## src/hdl/static_bus_defs.svh

```systemverilog
// Constants for the static memory bus engine and boot select decode
`ifndef STATIC_BUS_DEFS_SVH
`define STATIC_BUS_DEFS_SVH

// ----------------------------------------------------------------
// Widths
// ----------------------------------------------------------------
`define SB_ADDR_W        26
`define SB_DATA_W        32
`define SB_NUM_CS        6
`define SB_CS_IDX_W      3
`define SB_BOOT_W        3

// ----------------------------------------------------------------
// Boot select codes (pin 2, pin 1, pin 0)
// ----------------------------------------------------------------
`define SB_BOOT_ASYNC32  3'h0
`define SB_BOOT_ASYNC16  3'h1
`define SB_BOOT_FLASH32  3'h2
`define SB_BOOT_FLASH16  3'h3
`define SB_BOOT_MROM32   3'h4
`define SB_BOOT_MROM16L  3'h5
`define SB_BOOT_MROMPAIR 3'h6
`define SB_BOOT_MROM16S  3'h7

// ----------------------------------------------------------------
// Capacity codes
// ----------------------------------------------------------------
`define SB_CAP_NONE      2'h0
`define SB_CAP_32MBIT    2'h1
`define SB_CAP_64MBIT    2'h2

// ----------------------------------------------------------------
// Timing counts in clock cycles, then the boot chip select and the held address bit value
// ----------------------------------------------------------------
`define SB_STROBE_CYC    3'h2
`define SB_REFRESH_CYC   3'h4
`define SB_BOOT_SETTLE   2'h3
`define SB_BOOT_CS       3'h0
`define SB_HELD_BIT      1'b0

`endif

```

## src/hdl/static_bus_pkg.sv

```systemverilog
// Types shared by the static memory bus engine
`include "static_bus_defs.svh"
package static_bus_pkg;

	typedef enum logic [1:0] {
		BOOT_ASYNC_ROM,
		BOOT_SYNC_FLASH,
		BOOT_SYNC_MASK_ROM
	} boot_kind_e;

	typedef struct packed {
		boot_kind_e kind;
		logic       width16;   // Bus width 16 when set, else 32
		logic       paired;    // Two 16-bit parts forming a 32-bit bus
		logic [1:0] capacity;
	} boot_cfg_s;

	typedef struct packed {
		logic                      write;
		logic [`SB_CS_IDX_W-1:0]   cs;
		logic [`SB_ADDR_W-1:0]     addr;
		logic [`SB_DATA_W-1:0]     wdata;
	} bus_req_s;

	typedef enum logic [2:0] {
		ST_IDLE,
		ST_SETUP,
		ST_STROBE,
		ST_HOLD,
		ST_REFRESH
	} bus_state_e;

endpackage

```

## src/hdl/pin_sync.sv

```systemverilog
// Two-stage synchroniser for pins arriving from outside the clock domain
`timescale 1ns/1ps
`default_nettype none
module pin_sync #(
	parameter int W = 1
) (
	input  wire logic         clk_in,    // System clock
	input  wire logic         rst_n_in,  // Asynchronous reset, active low
	input  wire logic [W-1:0] d_in,      // Asynchronous pin level
	output logic      [W-1:0] q_out      // Synchronised level
);
	logic [W-1:0] meta_q;

	// First stage feeds only the second stage
	always_ff @(posedge clk_in or negedge rst_n_in) begin
		if (!rst_n_in) begin
			meta_q <= '0;
			q_out  <= '0;
		end else begin
			meta_q <= d_in;
			q_out  <= meta_q;
		end
	end
endmodule
`default_nettype wire

```

## src/hdl/static_bus_ctrl.sv

```systemverilog
// Static memory bus engine: boot select decode, address masking, VLIO cycles
// Functional notes
// - Three boot pins give eight options; codes 0-3 async ROM 32/16, sync flash 32/16.
// - Code 4 selects 32-bit sync mask ROM, 64 Mbit.
// - Code 5 selects 16-bit mask ROM 64 Mbit; code 7 16-bit 32 Mbit.
// - Code 6 selects paired 16-bit mask ROMs, 32-bit wide, 64 Mbit.
// - On a 16-bit bus address bit 0 stays constant.
// - On a 32-bit bus address bits 1 and 0 stay constant.
// - VLIO chip selects stretch the strobe while ready is low.
// - Refresh cycles keep using the memory write strobe.
// - VLIO writes strobe the card write pin, not the memory one.
`timescale 1ns/1ps
`default_nettype none
`include "static_bus_defs.svh"
module static_bus_ctrl (
	input  wire logic                           clk_in,                 // 50 MHz clock
	input  wire logic                           rst_n_in,               // Async reset, active low
	input  wire logic [`SB_BOOT_W-1:0]          boot_sel_in,            // Boot select pins
	input  wire logic                           rdy_in,                 // Ready pin, high = ready
	input  wire logic [`SB_NUM_CS-1:0]          cs_vlio_in,             // Per-CS variable latency I/O
	input  wire logic [`SB_NUM_CS-1:0]          cs_width16_in,          // Per-CS 16-bit bus (CS0 ignored)
	input  wire logic                           req_valid_in,           // Access request
	input  wire static_bus_pkg::bus_req_s       req_in,                 // Access request fields
	output logic                                req_ready_out,          // Request taken this cycle
	input  wire logic                           refresh_req_in,         // Refresh request level
	output logic                                refresh_done_out,       // Refresh finished pulse
	output logic                                rsp_valid_out,          // Access finished pulse
	output logic [`SB_DATA_W-1:0]               rsp_rdata_out,          // Read data
	output static_bus_pkg::boot_cfg_s           boot_cfg_out,           // Decoded boot device
	output logic                                boot_valid_out,         // Boot decode is locked
	output logic [`SB_ADDR_W-1:0]               addr_out,               // Address pins
	output logic [`SB_NUM_CS-1:0]               cs_n_out,               // Chip selects, active low
	output logic                                oe_n_out,               // Output enable, active low
	output logic                                memory_write_strobe_n,  // Memory write strobe
	output logic                                card_write_strobe_n,    // Card write strobe
	input  wire logic [`SB_DATA_W-1:0]          data_in,                // Data pins in
	output logic [`SB_DATA_W-1:0]               data_out,               // Data pins out
	output logic                                data_oe_n_out           // Data drive enable, low drives
);
	import static_bus_pkg::*;

	logic [`SB_BOOT_W-1:0]   boot_sel_s;
	logic                    rdy_s;
	logic [`SB_DATA_W-1:0]   data_s;
	logic [1:0]              settle_q;
	logic [`SB_BOOT_W-1:0]   code_q;
	boot_cfg_s               boot_cfg_q;
	logic                    lock_q;
	bus_state_e              state_q;
	logic [2:0]              cnt_q;
	logic                    write_q;
	logic                    vlio_q;
	logic                    w16_q;
	logic [`SB_CS_IDX_W-1:0] cs_q;
	logic [`SB_ADDR_W-1:0]   addr_q;
	logic [`SB_DATA_W-1:0]   wdata_q;
	logic [`SB_DATA_W-1:0]   rdata_q;
	logic                    rsp_q;
	logic                    rfd_q;
	logic                    sel_w16;
	logic                    take_req;
	logic                    take_rfs;
	logic                    strobe_done;

	// ----------------------------------------------------------------
	// Pin synchronisers
	// ----------------------------------------------------------------
	pin_sync #(.W(`SB_BOOT_W)) u_boot_sync (
		.clk_in   (clk_in),
		.rst_n_in (rst_n_in),
		.d_in     (boot_sel_in),
		.q_out    (boot_sel_s)
	);

	pin_sync #(.W(1)) u_rdy_sync (
		.clk_in   (clk_in),
		.rst_n_in (rst_n_in),
		.d_in     (rdy_in),
		.q_out    (rdy_s)
	);

	// Read data passes the synchroniser too; adds two cycles of sampling lag
	pin_sync #(.W(`SB_DATA_W)) u_data_sync (
		.clk_in   (clk_in),
		.rst_n_in (rst_n_in),
		.d_in     (data_in),
		.q_out    (data_s)
	);

	// ----------------------------------------------------------------
	// Boot select decode
	// ----------------------------------------------------------------
	function automatic boot_cfg_s decode_boot(input logic [`SB_BOOT_W-1:0] code);
		boot_cfg_s c;
		c = '{kind: BOOT_ASYNC_ROM, width16: 1'b0, paired: 1'b0, capacity: `SB_CAP_NONE};
		case (code)
			`SB_BOOT_ASYNC32: c.kind = BOOT_ASYNC_ROM;
			`SB_BOOT_ASYNC16: begin
				c.kind    = BOOT_ASYNC_ROM;
				c.width16 = 1'b1;
			end
			`SB_BOOT_FLASH32: c.kind = BOOT_SYNC_FLASH;
			`SB_BOOT_FLASH16: begin
				c.kind    = BOOT_SYNC_FLASH;
				c.width16 = 1'b1;
			end
			`SB_BOOT_MROM32: begin
				c.kind     = BOOT_SYNC_MASK_ROM;
				c.capacity = `SB_CAP_64MBIT;
			end
			`SB_BOOT_MROM16L: begin
				c.kind     = BOOT_SYNC_MASK_ROM;
				c.width16  = 1'b1;
				c.capacity = `SB_CAP_64MBIT;
			end
			`SB_BOOT_MROMPAIR: begin
				c.kind     = BOOT_SYNC_MASK_ROM;
				c.paired   = 1'b1;
				c.capacity = `SB_CAP_64MBIT;
			end
			default: begin
				c.kind     = BOOT_SYNC_MASK_ROM;
				c.width16  = 1'b1;
				c.capacity = `SB_CAP_32MBIT;
			end
		endcase
		return c;
	endfunction

	// Pins are caught after release, once the synchroniser holds a clean copy
	always_ff @(posedge clk_in or negedge rst_n_in) begin
		if (!rst_n_in) begin
			settle_q   <= 2'h0;
			lock_q     <= 1'b0;
			code_q     <= `SB_BOOT_ASYNC32;
			boot_cfg_q <= '0;
		end else if (!lock_q) begin
			if (settle_q == `SB_BOOT_SETTLE) begin
				lock_q     <= 1'b1;
				code_q     <= boot_sel_s;
				boot_cfg_q <= decode_boot(boot_sel_s);
			end else begin
				settle_q <= settle_q + 2'h1;
			end
		end
	end

	assign boot_cfg_out   = boot_cfg_q;
	assign boot_valid_out = lock_q;

	// ----------------------------------------------------------------
	// Request acceptance
	// ----------------------------------------------------------------
	// Refresh wins over an access; nothing starts before boot decode locks
	assign take_rfs      = lock_q && (state_q == ST_IDLE) && refresh_req_in;
	assign take_req      = lock_q && (state_q == ST_IDLE) && !refresh_req_in && req_valid_in;
	assign req_ready_out = take_req;
	assign sel_w16       = (req_in.cs == `SB_BOOT_CS) ? boot_cfg_q.width16 : cs_width16_in[req_in.cs];
	assign strobe_done   = (cnt_q == `SB_STROBE_CYC - 3'h1);

	// ----------------------------------------------------------------
	// Cycle sequencer
	// ----------------------------------------------------------------
	always_ff @(posedge clk_in or negedge rst_n_in) begin
		if (!rst_n_in) begin
			state_q <= ST_IDLE;
			cnt_q   <= 3'h0;
		end else begin
			case (state_q)
				ST_IDLE: begin
					cnt_q <= 3'h0;
					if (take_rfs) begin
						state_q <= ST_REFRESH;
					end else if (take_req) begin
						state_q <= ST_SETUP;
					end
				end
				ST_SETUP: begin
					state_q <= ST_STROBE;
				end
				ST_STROBE: begin
					if (!strobe_done) begin
						cnt_q <= cnt_q + 3'h1;
					end else if (!(vlio_q && !rdy_s)) begin
						state_q <= ST_HOLD;
					end
				end
				ST_HOLD: begin
					state_q <= ST_IDLE;
				end
				ST_REFRESH: begin
					if (cnt_q == `SB_REFRESH_CYC - 3'h1) begin
						state_q <= ST_IDLE;
					end else begin
						cnt_q <= cnt_q + 3'h1;
					end
				end
				default: state_q <= ST_IDLE;
			endcase
		end
	end

	// ----------------------------------------------------------------
	// Access capture and address pins
	// ----------------------------------------------------------------
	always_ff @(posedge clk_in or negedge rst_n_in) begin
		if (!rst_n_in) begin
			write_q <= 1'b0;
			vlio_q  <= 1'b0;
			w16_q   <= 1'b0;
			cs_q    <= 3'h0;
			addr_q  <= '0;
			wdata_q <= '0;
		end else if (take_req) begin
			write_q <= req_in.write;
			vlio_q  <= cs_vlio_in[req_in.cs];
			w16_q   <= sel_w16;
			cs_q    <= req_in.cs;
			wdata_q <= req_in.wdata;
			// Address bits below the bus width are driven at SB_HELD_BIT, so the pins do not toggle
			if (sel_w16) begin
				addr_q <= {req_in.addr[`SB_ADDR_W-1:1], `SB_HELD_BIT};
			end else begin
				addr_q <= {req_in.addr[`SB_ADDR_W-1:2], `SB_HELD_BIT, `SB_HELD_BIT};
			end
		end
	end

	assign addr_out = addr_q;
	assign data_out = wdata_q;

	// ----------------------------------------------------------------
	// Strobes
	// ----------------------------------------------------------------
	always_ff @(posedge clk_in or negedge rst_n_in) begin
		if (!rst_n_in) begin
			cs_n_out              <= '1;
			oe_n_out              <= 1'b1;
			memory_write_strobe_n <= 1'b1;
			card_write_strobe_n   <= 1'b1;
			data_oe_n_out         <= 1'b1;
		end else begin
			cs_n_out              <= '1;
			oe_n_out              <= 1'b1;
			memory_write_strobe_n <= 1'b1;
			card_write_strobe_n   <= 1'b1;
			data_oe_n_out         <= 1'b1;
			if (take_rfs || (state_q == ST_REFRESH && cnt_q != `SB_REFRESH_CYC - 3'h1)) begin
				memory_write_strobe_n <= 1'b0;
			end
			if (state_q == ST_SETUP || state_q == ST_STROBE) begin
				cs_n_out[cs_q] <= 1'b0;
				data_oe_n_out  <= !write_q;
				if (!write_q) begin
					oe_n_out <= 1'b0;
				end else if (vlio_q) begin
					card_write_strobe_n <= 1'b0;
				end else begin
					memory_write_strobe_n <= 1'b0;
				end
			end
		end
	end

	// ----------------------------------------------------------------
	// Completion
	// ----------------------------------------------------------------
	always_ff @(posedge clk_in or negedge rst_n_in) begin
		if (!rst_n_in) begin
			rdata_q <= '0;
			rsp_q   <= 1'b0;
			rfd_q   <= 1'b0;
		end else begin
			rsp_q <= (state_q == ST_HOLD);
			rfd_q <= (state_q == ST_REFRESH) && (cnt_q == `SB_REFRESH_CYC - 3'h1);
			if (state_q == ST_HOLD && !write_q) begin
				rdata_q <= data_s;
			end
		end
	end

	assign rsp_valid_out    = rsp_q;
	assign rsp_rdata_out    = rdata_q;
	assign refresh_done_out = rfd_q;
endmodule
`default_nettype wire

```

## config.mk

```make
export PLATFORM = sky130hd
export DESIGN_NAME = static_bus_ctrl
export DESIGN_NICKNAME = d
export VERILOG_FILES = /design/src/hdl/static_bus_pkg.sv /design/src/hdl/pin_sync.sv /design/src/hdl/static_bus_ctrl.sv
export VERILOG_INCLUDE_DIRS = /design/src /design/src/hdl
export SDC_FILE = /design/constraint.sdc
export NUM_CORES = 1
export LEC_CHECK = 0
export BUFFER_PORTS_ARGS = -buffer_cell sky130_fd_sc_hd__buf_2
export CAP_MARGIN = 20
export CORE_MARGIN = 8
export CORE_UTILIZATION = 32
export CTS_CLUSTER_SIZE = 40
export DETAILED_ROUTE_END_ITERATION = 8
export GPL_ROUTABILITY_DRIVEN = 1
export PLACE_DENSITY = 0.57
export REMOVE_ABC_BUFFERS = 1
export SLEW_MARGIN = 30
export SYNTH_ARGS = -nofsm -noshare
export SYNTH_HDL_FRONTEND = slang
export SYNTH_HIERARCHICAL = 1
export SYNTH_SLANG_ARGS = --single-unit
export TNS_END_PERCENT = 10
```

## constraint.sdc

```tcl
create_clock -name clk_in -period 1.99 [get_ports clk_in]
set_input_delay 0.597 -clock clk_in [delete_from_list [all_inputs] [get_ports clk_in]]
set_output_delay 0.597 -clock clk_in [all_outputs]
set_load 0.02 [all_outputs]
```

==> results.tsv <==
metric	value	unit
status	finished, violations left	
violations	setup timing	
worstMarginPinSlew	0.690	ns
nNetsFinal	857	
yosysUniqueCellTypes	37	
grt_pass1_wl	25000	um
power.density	1500	nW/um^2
clockBufferDepth	2	
power_leakage	4.48	nW
critPathCaptureType	output port	
min_period	1.99	ns
hpwl	10900	um
ant_nets	0	
start_util	32.4	%
io-pin-count	224	
synth_most_common_cell	nand2_1	
dieArea	25300	um^2
report.final.slew_viol_count	0	
vias_per_cell	4.18	
fin_ws	-0.00144	ns
num_vias	4280	
skew	0.0103	ns
htree_num_levels	4	
critPathRequiredTime	1.39	ns
final_layout_size_suffix_gt1_share	41.9	%
cts_buffers	17	
setup_viol	1	
arrival	1.39	ns
yosysWarnings	6	
die_x	159	um
yosys.area.top_type	dfrtp_1	
synth_area_per_cell	13.0	um^2
clk_latency	0.43	ns
core_area	20200	um^2
drc	0	
gp_congestion	0.706	
syn_area	6540	um^2
grt_remaining_overflow	0	
clk_pin_slew	0.08	ns
io_buffers	220	
pre_cts_ws	0.122	ns
routed_wl	15200	um
hold_buffers	0	
first_pass_iters	4	
maxSlewHeadroom	54.0	%
maxCapViolCount	0	
cts.sinks	193	
async_reset_ff_share	100	%
synth_top_area_share	70.1	%
num_rows	52	
min_path_type	primary input to async pin	
synthTopCellsByCount	nand2_1, dfrtp_1, mux2_2, dfstp_2, nor2_1	
grt_max_degree	67	
cts_tree	yes	
drt-initial-drc-count	212	
period_share	100	%
setup_tns	-0.00144	ns
finalHoldViolCount	0	
worst-path-max-fanout	2	
root_buffer	clkbuf_16	
synthFlopType	dfrtp_1	
yosysSeqAreaShare	74.1	%
antenna_found_initial	3	
grt_util_all_layers	12.3	%
dieHeight	159	um
grt_pass1_vias	4640	
ys_ff_latch	193	
rsz0062_at_grt	true	
synth_edf_count	0	
fillers	1936	
wl_per_cell	14.8	um
netlist_top_cells_area	dfrtp_1, nand2_1, mux2_2	
max_freq	502	MHz
critical_path_class	flop to output port	
synth_cells	504	
area_growth	32.8	%
critPathLaunchType	flop	
peakVddDrop	0.599	mV
## flip-flops by register name, summed over array words and instances, names as in the netlist, 2 cells and up
signal / cells
u_data_sync/meta_q: 32
data_out: 32
u_data_sync/q_out: 32
settle_q: 2
u_boot_sync/meta_q: 3
u_boot_sync/q_out: 3
addr_out: 25
cs_q: 3
state_q: 3
rsp_rdata_out: 32
boot_cfg_out: 6
cnt_q: 3
cs_n_out: 6
## worst paths after layout
path | cells past startpoint | endpoint | start | slack, ns
min in group clk_in | 1 | u_data_sync/meta_q[10] | data_in[10] | 0.27
max reg2reg | 6 | rsp_rdata_out[28] | state_q[2] | 0.25
min | 1 | boot_cfg_out[2] | rst_n_in | 0.13
max in group asynchronous | 2 | addr_out[9] | rst_n_in | 1.26
max | 4 | req_ready_out | state_q[2] | -0.001
min reg2reg | 0 | u_data_sync/q_out[18] | u_data_sync/meta_q[18] | 0.35
## cells by family after synthesis
group                      Yosys count  synth area share (%)
muxes                               41                  7.16
other                                1                0.0574
adders and majority gates            4                 0.766
DFF                                193                  74.1
AOI/OAI and AO/OA                   19                  1.78
and+or+nand+nor                    218                  13.5
xor gates and xnor gates             2                 0.268
buffers and inverters               26                  2.34
## repair_timing
action,CTS,global route
endpoints found under the setup margin,1,1
pin swaps,1,1
buffers inserted,2,3
resized for setup,5,0
## worst max-delay path, stage by stage (launching register included)
cell and delay [ns]:
dfrtp_1 0.41, nor2b_4 0.12, nand4b_1 0.20, inv_2 0.12
buf_6 0.13
## power by group
part           leakage (nW)  switching, W  internal (W)
clock                 0.306       0.00168       0.00185
sequential             2.32      0.000550       0.00502
combinational          1.85       0.00249       0.00142
total                  4.48       0.00472       0.00829
## area by class of cell
type	instances	area, um^2	area share (%)
antenna	2	5.00	0.0577
clock inverter	15	198	2.28
sequential	193	4840	55.8
inverter	7	26.3	0.303
clock buffer	17	425	4.90
timing repair buffer	235	1290	14.9
tap	270	338	3.89
multi-input combinational	285	1550	17.9
## routing by layer
| metal | part of all wire [%] | vias to the layer above | global-route usage (%) |
|---|---|---|---|
| li1 | - | 2077 | - |
| met1 | 47 | 2024 | 16.1 |
| met2 | 43 | 160 | 17.6 |
| met3 | 8.6 | 17 | 6.13 |
| met4 | 1.4 | 2 | 3.77 |
| met5 | 0.066 | - | 0 |
## cells in the final DEF, fill, tap and decap left out, types with 3 or more instances in the layout
cell	netlist	final
buf_2	8	218
nand2_1	188	188
dfrtp_1	183	183
mux2_2	31	31
clkbuf_16	0	17
dfstp_2	10	10
buf_4	6	10
nor2_1	9	8
o21ai_0	7	7
inv_8	0	6
inv_1	5	5
mux2_1	5	5
buf_12	0	5
nand3_1	4	4
nor2b_1	5	4
mux2i_1	4	4
ha_1	4	4
a21oi_1	3	3
nand2b_1	3	3
## through the flow
| step | hold slack (ns) | utilization, % | total power, W | area [um^2] | std cells |
|---|---|---|---|---|---|
| 3_5_place_dp | 0.335 | 39.6 | 0.00958 | 7990 | 985 |
| 6_report | 0.125 | 43.0 | 0.0130 | 8680 | 1024 |
| 4_1_cts | 0.115 | 42.9 | 0.0132 | 8650 | 1019 |
| 3_3_place_gp | 0.332 | 39.6 | 0.00951 | 7990 | 985 |
| 2_1_floorplan | 0.301 | - | 0.00793 | 6410 | 485 |
| 5_1_grt | 0.132 | 43.0 | 0.0138 | 8680 | 1024 |
Power figures use the tool's default switching activity.
